File: src/psp_pkg.sv
// shared types and constants of the pipelined sram port
package psp_pkg;
  // ----------------------------------------
  // widths and counts
  // ----------------------------------------
  localparam int ADDR_W        = 18;
  localparam int DATA_W        = 16;
  localparam int LANES         = 2;
  localparam int LANE_W        = 9;
  localparam int BURST_W       = 2;
  localparam int FIFO_DEPTH    = 32;
  localparam int CLK_PERIOD_NS = 20;
  localparam int SYNC_STAGES   = 2;
  // ----------------------------------------
  // values after reset, save RST_MODE: reset takes mode from the burst order pin
  // ----------------------------------------
  localparam logic             RST_OE_N  = 1'h1;
  localparam logic             RST_MODE  = 1'h1;
  localparam logic [BURST_W-1:0] RST_CNT = 2'h0;

  typedef enum logic [1:0] {OP_IDLE, OP_READ, OP_WRITE} psp_op_t;

  // sampled pin group
  typedef struct packed {
    logic [ADDR_W-1:0] addr;
    logic              cs_a_n;
    logic              cs_h;
    logic              cs_b_n;
    logic              we_n;
    logic [LANES-1:0]  bw_n;
    logic              adv;
    logic              cq_n;
    logic              oe_n;
    logic              mode;
    logic [DATA_W-1:0] dq;
    logic [LANES-1:0]  dp;
  } psp_pins_t;

  // pipeline stage command
  typedef struct packed {
    psp_op_t           op;
    logic [ADDR_W-1:0] base;
    logic [BURST_W-1:0] cnt;
    logic [LANES-1:0]  bw_n;
  } psp_cmd_t;

  // queued write
  typedef struct packed {
    logic [ADDR_W-1:0]             addr;
    logic [LANES-1:0]              bw_n;
    logic [LANES-1:0][LANE_W-1:0]  data;
  } psp_wr_t;
endpackage

File: src/psp_sram_port.sv
// pipelined burst sram port: control pipeline, data pins and storage
`timescale 1ns/10ps
module psp_sram_port #(
  parameter int MEM_AW     = 6,
  parameter int FIFO_DEPTH = psp_pkg::FIFO_DEPTH
) (
  input  wire logic                        REF_CLK_IN,
  input  wire logic                        SRST_IN,
  input  wire logic [psp_pkg::ADDR_W-1:0]  ADDR_IN,
  input  wire logic                        CHIP_SELECT_LOW_A_N_IN,
  input  wire logic                        CHIP_SELECT_HIGH_IN,
  input  wire logic                        CHIP_SELECT_LOW_B_N_IN,
  input  wire logic                        WRITE_SELECT_N_IN,
  input  wire logic [psp_pkg::LANES-1:0]   BYTE_LANE_WRITE_N_IN,
  input  wire logic                        ADVANCE_OR_LOAD_IN,
  input  wire logic                        CLOCK_QUALIFY_N_IN,
  input  wire logic                        OUTPUT_DRIVE_N_IN,
  input  wire logic                        BURST_ORDER_IN,
  input  wire logic [psp_pkg::DATA_W-1:0]  DATA_IN,
  input  wire logic [psp_pkg::LANES-1:0]   PARITY_LINES_IN,
  output logic      [psp_pkg::DATA_W-1:0]  DATA_OUT,
  output logic                             DATA_OE_N_OUT,
  output logic      [psp_pkg::LANES-1:0]   PARITY_LINES_OUT,
  output logic                             PARITY_LINES_OE_N_OUT
);
  localparam int WR_W = $bits(psp_pkg::psp_wr_t);
  localparam int MEM_DEPTH = 1 << MEM_AW;
  initial begin
    if (MEM_AW < psp_pkg::BURST_W || MEM_AW > psp_pkg::ADDR_W) $error("bad MEM_AW");
  end
  // ----------------------------------------
  // pin synchronisers
  // ----------------------------------------
  psp_pkg::psp_pins_t raw;
  psp_pkg::psp_pins_t sync_a;
  psp_pkg::psp_pins_t p;
  assign raw = '{addr: ADDR_IN, cs_a_n: CHIP_SELECT_LOW_A_N_IN, cs_h: CHIP_SELECT_HIGH_IN,
                 cs_b_n: CHIP_SELECT_LOW_B_N_IN, we_n: WRITE_SELECT_N_IN,
                 bw_n: BYTE_LANE_WRITE_N_IN, adv: ADVANCE_OR_LOAD_IN,
                 cq_n: CLOCK_QUALIFY_N_IN, oe_n: OUTPUT_DRIVE_N_IN, mode: BURST_ORDER_IN,
                 dq: DATA_IN, dp: PARITY_LINES_IN};
  // every pin shifts by the same two cycles, so relative timing holds
  always_ff @(posedge REF_CLK_IN) begin
    sync_a <= raw;
    p      <= sync_a;
  end
  // ----------------------------------------
  // decode
  // ----------------------------------------
  psp_pkg::psp_cmd_t s1;
  psp_pkg::psp_cmd_t s2;
  psp_pkg::psp_cmd_t next_s1;
  logic                          mode;
  logic                          rd_active;
  logic                          fifo_in_ready;
  logic                          fifo_out_valid;
  psp_pkg::psp_wr_t              fifo_out;
  psp_pkg::psp_wr_t              wr_entry;
  logic [psp_pkg::BURST_W-1:0]   lo;
  logic [psp_pkg::ADDR_W-1:0]    s1_addr;
  logic [psp_pkg::LANES-1:0][psp_pkg::LANE_W-1:0] rdata;
  // a full queue stalls all but the draining; a masked edge stalls the draining too
  wire qual = !p.cq_n && fifo_in_ready;
  wire sel  = !p.cs_a_n && p.cs_h && !p.cs_b_n;
  wire load = !p.adv;
  wire push = qual && s2.op == psp_pkg::OP_WRITE;
  wire next_drive = qual ? (s1.op == psp_pkg::OP_READ) : rd_active;
  assign lo = mode ? (s1.base[psp_pkg::BURST_W-1:0] ^ s1.cnt)
                   : (s1.base[psp_pkg::BURST_W-1:0] + s1.cnt);
  assign s1_addr = {s1.base[psp_pkg::ADDR_W-1:psp_pkg::BURST_W], lo};
  always_comb begin
    next_s1      = s1;
    next_s1.bw_n = p.bw_n;
    if (load) begin
      next_s1.base = p.addr;
      next_s1.cnt  = psp_pkg::RST_CNT;
      if (!sel) next_s1.op = psp_pkg::OP_IDLE;
      else if (p.we_n) next_s1.op = psp_pkg::OP_READ;
      else next_s1.op = psp_pkg::OP_WRITE;
    end else begin
      next_s1.cnt = s1.cnt + 1'b1;
    end
  end
  // ----------------------------------------
  // pipeline
  // ----------------------------------------
  always_ff @(posedge REF_CLK_IN) begin
    if (SRST_IN) begin
      s1        <= '{op: psp_pkg::OP_IDLE, default: '0};
      s2        <= '{op: psp_pkg::OP_IDLE, default: '0};
      rd_active <= 1'b0;
      mode      <= p.mode;
    end else if (qual) begin
      s1        <= next_s1;
      s2        <= '{op: s1.op, base: s1_addr, cnt: s1.cnt, bw_n: s1.bw_n};
      rd_active <= s1.op == psp_pkg::OP_READ;
    end
  end
  // ----------------------------------------
  // data pins
  // ----------------------------------------
  // idle or write in the output stage never drives, whatever the enable
  always_ff @(posedge REF_CLK_IN) begin
    if (SRST_IN) begin
      DATA_OE_N_OUT         <= psp_pkg::RST_OE_N;
      PARITY_LINES_OE_N_OUT <= psp_pkg::RST_OE_N;
      DATA_OUT              <= '0;
      PARITY_LINES_OUT      <= '0;
    end else begin
      DATA_OE_N_OUT         <= !(next_drive && !p.oe_n);
      PARITY_LINES_OE_N_OUT <= !(next_drive && !p.oe_n);
      if (qual && s1.op == psp_pkg::OP_READ) begin
        DATA_OUT         <= {rdata[1][7:0], rdata[0][7:0]};
        PARITY_LINES_OUT <= {rdata[1][8], rdata[0][8]};
      end
    end
  end
  // ----------------------------------------
  // write queue and storage
  // ----------------------------------------
  assign wr_entry = '{addr: s2.base, bw_n: s2.bw_n,
                      data: {{p.dp[1], p.dq[15:8]}, {p.dp[0], p.dq[7:0]}}};
  psp_fifo #(.W(WR_W), .DEPTH(FIFO_DEPTH)) u_wr_fifo (
    .clk_in        (REF_CLK_IN),
    .srst_in       (SRST_IN),
    .in_valid_in   (push),
    .in_ready_out  (fifo_in_ready),
    .in_data_in    (wr_entry),
    .out_valid_out (fifo_out_valid),
    .out_ready_in  (!p.cq_n),
    .out_data_out  (fifo_out)
  );
  // draining also halts on a masked edge, as pushing does, so the queue never holds more than one entry
  wire drain = fifo_out_valid && !p.cq_n;
  for (genvar g = 0; g < psp_pkg::LANES; g++) begin : g_lane
    logic [psp_pkg::LANE_W-1:0] mem [MEM_DEPTH];
    assign rdata[g] = mem[s1_addr[MEM_AW-1:0]];
    always_ff @(posedge REF_CLK_IN) begin
      if (drain && !fifo_out.bw_n[g]) begin
        mem[fifo_out.addr[MEM_AW-1:0]] <= fifo_out.data[g];
      end
    end
  end
endmodule

File: src/psp_fifo.sv
// flip-flop fifo with valid and ready on both sides
`timescale 1ns/10ps
module psp_fifo #(
  parameter int W     = 8,
  parameter int DEPTH = psp_pkg::FIFO_DEPTH
) (
  input  wire logic         clk_in,
  input  wire logic         srst_in,
  input  wire logic         in_valid_in,
  output logic              in_ready_out,
  input  wire logic [W-1:0] in_data_in,
  output logic              out_valid_out,
  input  wire logic         out_ready_in,
  output logic [W-1:0]      out_data_out
);
  localparam int AW = $clog2(DEPTH);
  initial begin
    if (DEPTH < 2 || (1 << AW) != DEPTH) $error("fifo depth must be a power of two");
  end
  logic [W-1:0] store [DEPTH];
  logic [AW:0]  wptr;
  logic [AW:0]  rptr;
  wire          push = in_valid_in && in_ready_out;
  wire          pop  = out_valid_out && out_ready_in;
  assign in_ready_out  = (wptr - rptr) != (AW+1)'(DEPTH);
  assign out_valid_out = wptr != rptr;
  assign out_data_out  = store[rptr[AW-1:0]];
  always_ff @(posedge clk_in) begin
    if (srst_in) begin
      wptr <= '0;
      rptr <= '0;
    end else begin
      if (push) wptr <= wptr + 1'b1;
      if (pop) rptr <= rptr + 1'b1;
    end
  end
  always_ff @(posedge clk_in) begin
    if (push) store[wptr[AW-1:0]] <= in_data_in;
  end
endmodule

File: config.mk
export PLATFORM = sky130hd
export DESIGN_NAME = psp_sram_port
export DESIGN_NICKNAME = d
export VERILOG_FILES = /design/src/psp_pkg.sv /design/src/psp_sram_port.sv /design/src/psp_fifo.sv
export SDC_FILE = /design/constraint.sdc
export NUM_CORES = 2
export LEC_CHECK = 0
export BUFFER_PORTS_ARGS = -buffer_cell sky130_fd_sc_hd__buf_4
export CAP_MARGIN = 40
export CORE_MARGIN = 2
export CORE_UTILIZATION = 40
export DETAILED_ROUTE_END_ITERATION = 12
export GPL_ROUTABILITY_DRIVEN = 0
export PLACE_DENSITY_LB_ADDON = 0.12
export SYNTH_ARGS = -nofsm -noshare
export SYNTH_HDL_FRONTEND = slang
export SYNTH_SLANG_ARGS = --single-unit
File: constraint.sdc
create_clock -name REF_CLK_IN -period 5.1 [get_ports REF_CLK_IN]
set_input_delay 0.255 -clock REF_CLK_IN [delete_from_list [all_inputs] [get_ports REF_CLK_IN]]
set_output_delay 0.255 -clock REF_CLK_IN [all_outputs]
set_load 0.1 [all_outputs]
==> Yosys cells after proc, flatten, opt, wreduce, memory -nomap -nowiden <==
Memory sizes are Yosys's and may differ from the RTL's. A register that Yosys moved wholly into a read port is not among the register bits.
Cells that the tools add are included.
{ "totals": {"reg_bits": 153, "word_cells": 81, "in_bits": 48, "n_memories": 3, "mem_bits_rw": 2368} }
{ "op_classes": {"n_eq_ne": 4, "bitwise": 2, "mux": 13, "reduce_logical": 18, "n_addsub": 5} }
{ "mem_list": {"columns": ["memory", "depth", "word_bits", "read_ports", "rd_ports_with_merged_regs", "wr", "line_no", "text"], "rows": [
  ["u_wr_fifo.store", 32, 38, 1, 1, 1, "psp_fifo.sv:20", "logic [W-1:0] store [DEPTH];"],
  ["g_lane[0].mem", 64, 9, 1, 1, 1, "psp_sram_port.sv:136", "logic [psp_pkg::LANE_W-1:0] mem [MEM_DEPTH];"],
  ["g_lane[1].mem", 64, 9, 1, 1, 1, "psp_sram_port.sv:136", null]
]} }
{ "op_table": {"columns": ["op", "n"], "rows": [
  ["$add A6 B1 Y6 const B", 2],
  ["$logic_and A1 B1 Y1", 10],
  ["$mux W5", 2],
  ["$mux W2", 4],
  ["$logic_not A1 Y1", 7],
  ["$mux W1", 7],
  ["$ne A6 B6 Y1", 1],
  ["$ne A6 B6 Y1 const B", 1],
  ["$sub A6 B6 Y6", 1],
  ["$add A2 B1 Y2 const B", 1],
  ["$add A2 B2 Y2", 1],
  ["$eq A2 B1 Y1 const B", 1],
  ["$eq A2 B2 Y1 const B", 1],
  ["$reduce_and A2 Y1", 1],
  ["$xor A2 B2 Y2", 1],
  ["$not A1 Y1", 1]
]} }

==> Depth between registers and ports, before layout <==
{ "logic_depth": {"ltp_word": 7, "depth_mapped": 14, "mapped_depth_nobuf": 9} }

==> Modules after synthesis <==
From an unflattened synthesis, not the netlist that was laid out.
{ "unflattened": {"cells_unflattened": 4971, "area_unflattened_um2": 96961.7} }
{ "by_module_without_submodules": {"columns": ["mod", "n_inst", "area_per_inst_um2", "cells_each"], "rows": [
  ["psp_sram_port", 1, 49877.8, 3090],
  ["psp_fifo", 1, 47083.9, 1881]
]} }

==> Worst setup path before layout <==
No wires, ideal clock.
{ "synth_path": {"path_type": "flip-flop to flip-flop", "start": "reg u_wr_fifo.rptr[2]", "end": "mem u_wr_fifo.store[28][0] (netlist name) (enable)", "required_ps": 4691, "path_stages_with_launch": 11, "arrival_ps": 3084, "path_slack_ps": 1607, "n_path_buf": 1, "cell_sequence": "dfxtp_1 inv_1 ha_1 o211ai_1 a221o_1 a221o_1 o21ai_0 clkbuf_1 nor2_1 nand2_1 nor2_1"} }
{ "synth_between": {"elab_chain_len": 7} }
{ "synth_rtl": {"columns": ["element", "line_no", "text"], "rows": [
  ["start: declaration", "psp_fifo.sv:22", "logic [AW:0] rptr;"],
  ["start signal: assignment", "psp_fifo.sv:34", "if (pop) rptr <= rptr + 1'b1;"],
  ["$sub A6 B6 Y6 *", "psp_fifo.sv:25", "assign in_ready_out = (wptr - rptr) != (AW+1)'(DEPTH);"],
  ["$ne A6 B6 Y1 *", "psp_fifo.sv:25", null],
  ["$logic_and A1 B1 Y1", "psp_sram_port.sv:63", "wire qual = !p.cq_n && fifo_in_ready;"],
  ["$logic_and A1 B1 Y1", "psp_sram_port.sv:66", "wire push = qual && s2.op == psp_pkg::OP_WRITE;"],
  ["$logic_and A1 B1 Y1 *", "psp_fifo.sv:23", "wire push = in_valid_in && in_ready_out;"],
  ["$mux W1 *", "psp_fifo.sv:38", "if (push) store[wptr[AW-1:0]] <= in_data_in;"],
  ["$mux W1 (not written as such) *", "psp_fifo.sv:38", null],
  ["end: declaration", "psp_fifo.sv:20", null]
]} }
Mark *: on every way between the ends. The rest lies on a longest branch, timed or not.

==> results.py <==
metrics = {
    "timing": {
        "slew_headroom_pct": 35.7,
        "setup_ws_ns": 0.752,
        "maxSlewViolCount": 0,
        "hold_viol_final": 0,
        "post-route-min-period_ns": 4.35,
        "rsz0062_at_grt": "no",
        "fin_setup_tns_ns": 0,
        "setup_violations": 0,
        "post-route-period-util_pct": 85.3,
        "whs_ns": 0.0648,
        "fmax_mhz": 230,
        "worst_slew_pin_slew_ns": 0.962,
        "finClkSkew_ns": 0.0275,
    },
    "drt": {
        "drt-met1-wl_um": 102000,
        "drtAntennaViolNets": 1,
        "dr_wl_met3_um": 12600,
        "drt-total-wl_um": 242000,
        "vias_per_cell": 5.70,
        "drc": 0,
        "routed-wl-met2_um": 120000,
        "drt_iter0_drc": 4422,
        "vias": 46535,
        "avgRoutedWirePerCell_um": 29.6,
        "top_layer_used": "met4",
        "dr.pass1.iters": 5,
    },
    "clock_tree": {
        "post-cts-setup-buffers": 0,
        "clockBufferDepth": 3,
        "cts_tree": "yes",
        "cts_max_level": 4,
        "cts-resized-gates": 0,
        "clkSinkCount": 2112,
        "clk_pin_slew_worst_paths_ns": 0.06,
        "cts_buffers": 222,
        "clockRootBuffer": "clkbuf_16",
        "clock_latency_ns": 0.86,
    },
    "floorplanning": {
        "io_pins": 68,
        "initial_core_util_pct": 40.2,
        "die-area_um2": 213000,
        "die_h_um": 462,
        "coreArea_um2": 209000,
        "rows": 168,
        "die_x_um": 462,
    },
    "logic_synthesis": {
        "synth_seq_area_share_pct": 74.1,
        "syn_area_um2": 83900,
        "synth_edf_count": 1985,
        "syn_avg_cell_area_um2": 17.5,
        "synthArstFlopShare_pct": 0,
        "synthFlopType": "edfxtp_1",
        "synth_top_area_share_pct": 71.0,
        "syn_inst": 4792,
        "yosys.area.top_type": "edfxtp_1",
        "yosys-top-cells-area": "edfxtp_1 (71%), mux4_2 (9.6%), dfxtp_1 (3.0%), nand2_1 (2.3%), mux2i_1 (1.8%)",
        "synthDistinctLibCells": 72,
        "synthesis.nets": 4851,
        "synth-seq-cells": 2112,
        "synth_warnings": 0,
    },
    "placed_design": {
        "dp_hpwl_um": 148000,
        "dp_cells": 7665,
        "placed_area_um2": 90000,
        "post-place-ws_ns": 0.657,
        "portBuffers": 55,
    },
    "setup_path": {
        "end_kind": "flip-flop",
        "critPathMaxFanout": 64,
        "crit_arrival_ns": 4.81,
        "crit_required_ns": 5.56,
        "critical_path_class": "reg -> reg",
        "startpoint_type": "flip-flop",
    },
    "cells_and_area": {
        "stdcell_count": 8164,
        "drive_above_1_share_pct": 23.2,
        "nets": 5211,
        "fin_util_pct": 46.8,
        "area_delta_synth_final_pct": 16.5,
        "post-route-cell-area_um2": 97700,
    },
    "power_and_ir_drop": {
        "peakVddDrop_mv": 0.361,
        "total_power_mw": 35.9,
        "power_density_nw_per_um2": 368,
        "p_leak_nw": 30.6,
    },
    "outcome": {
        "violations": "antenna violations",
        "status": "complete, but fails checks",
    },
    "global_route": {
        "grt_pass1_wl_um": 344000,
        "grt_max_degree": 90,
        "grt_pass1_vias": 46148,
        "grt_usage_pct": 22.6,
        "gr-total-overflow": 0,
        "antenna_found_initial": 6,
    },
    "hold_path": {
        "hold_path_class": "in -> reg",
    },
    "job": {
        "maxCapViolCount": 0,
    },
}
flip-flops by register name, indices dropped and copies added, names as in the netlist, named ones only:
register / cells
g_lane.mem: 1152
u_wr_fifo.store: 832
sync_a: 34
p: 32
DATA_OUT: 16
s1: 12
s2: 10
u_wr_fifo.rptr: 6
u_wr_fifo.wptr: 6
PARITY_LINES_OUT: 2
next_s1: 2
PARITY_LINES_OE_N_OUT: 1
mode: 1
rd_active: 1
kinds of logic after synthesis:
kind of cell               count (synthesis)  share of synthesized area (%)
buffers and inverters                    335                           1.75
xor gates and xnor gates                  14                          0.200
muxes                                    597                           12.6
DFF                                     2112                           74.1
AOI/OAI and AO/OA                        581                           5.08
adders and majority gates                 11                          0.164
and+or+nand+nor                         1142                           6.15
critical path: stages, from the launching register on:
cell and delay (ns):
dfxtp_4 0.67, buf_4 0.32, buf_4 0.48, buf_4 0.59
mux4_2 0.58, mux4_2 0.50, mux2_2 0.32, buf_4 0.34
power breakdown:
group          total, mW  switching [mW]  internal, mW
registers           18.9          0.0459          18.8
logic               1.53           0.980         0.548
clock network       15.6            6.74          8.82
total               35.9            7.76          28.2
cells in the mapped netlist, types with 14 or more instances:
cell type,count
edfxtp_1,1985
nand2_1,521
mux4_2,357
nor2_1,243
clkbuf_1,171
mux2i_1,153
dfxtp_1,127
nand3_1,111
o221ai_1,98
a21oi_1,96
buf_2,89
mux2_2,86
nor3_1,72
a31oi_1,65
o22ai_1,51
o21ai_0,43
o211ai_1,41
a311oi_1,39
buf_1,39
or4_1,35
o41ai_1,28
nor4_1,24
and3_1,21
nand4_1,21
nor4bb_1,21
nand2b_1,20
a32o_1,19
buf_4,16
inv_1,14
layout by cell type, fill, tap and decap left out, types with 28 or more instances in the layout:
| cell type | Yosys | final |
|---|---|---|
| o41ai_1 | 28 | 28 |
| edfxtp_1 | 1985 | 1985 |
| mux4_2 | 357 | 357 |
| a311oi_1 | 39 | 39 |
| clkinv_2 | 0 | 44 |
| a21oi_1 | 96 | 96 |
| mux2i_1 | 153 | 153 |
| buf_12 | 0 | 34 |
| mux2_2 | 86 | 83 |
| o22ai_1 | 51 | 51 |
| clkbuf_16 | 0 | 223 |
| o211ai_1 | 41 | 41 |
| dlygate4sd3_1 | 0 | 64 |
| o221ai_1 | 98 | 98 |
| dfxtp_1 | 127 | 119 |
| clkinv_1 | 1 | 35 |
| or4_1 | 35 | 35 |
| nor2_4 | 0 | 32 |
| nor3_1 | 72 | 71 |
| a31oi_1 | 65 | 62 |
| nor2_1 | 243 | 207 |
| buf_4 | 16 | 328 |
| o21ai_0 | 43 | 42 |
| clkbuf_1 | 171 | 65 |
| nand3_1 | 111 | 109 |
| nand2_1 | 521 | 521 |
routing by layer:
metal	global-route usage [%]	vias up
met5	0	-
met4	7.30	0
met3	2.92	366
met2	37.9	1511
met1	30.5	24516
li1	-	20142
final cells by class:
type                       instances  area, um2
sequential                      2112      62200
clock buffer                     307       6080
tap                             2805       3510
inverter                          15       61.3
multi-input combinational       2345      20700
timing repair buffer             456       4290
antenna                           12       30.0
fill                           17912     111000
clock inverter                   112        896
worst paths after layout:
kind	slack [ns]	cells after the start	end	startpoint
setup / recovery	0.75	7	g_lane[1].mem[38][3]	flip-flop
hold / removal	0.06	2	sync_a[16]	DATA_IN[14]
setup reg to reg	0.75	7	g_lane[1].mem[38][3]	flip-flop
hold reg to reg	0.32	0	p[13]	sync_a[13]
timing repair:
action	4_1_cts	5_1_grt
endpoints found under the setup margin	0	0
hold buffers	64	0
endpoints found under the hold margin	75	0
Power figures use the tool's default switching activity.
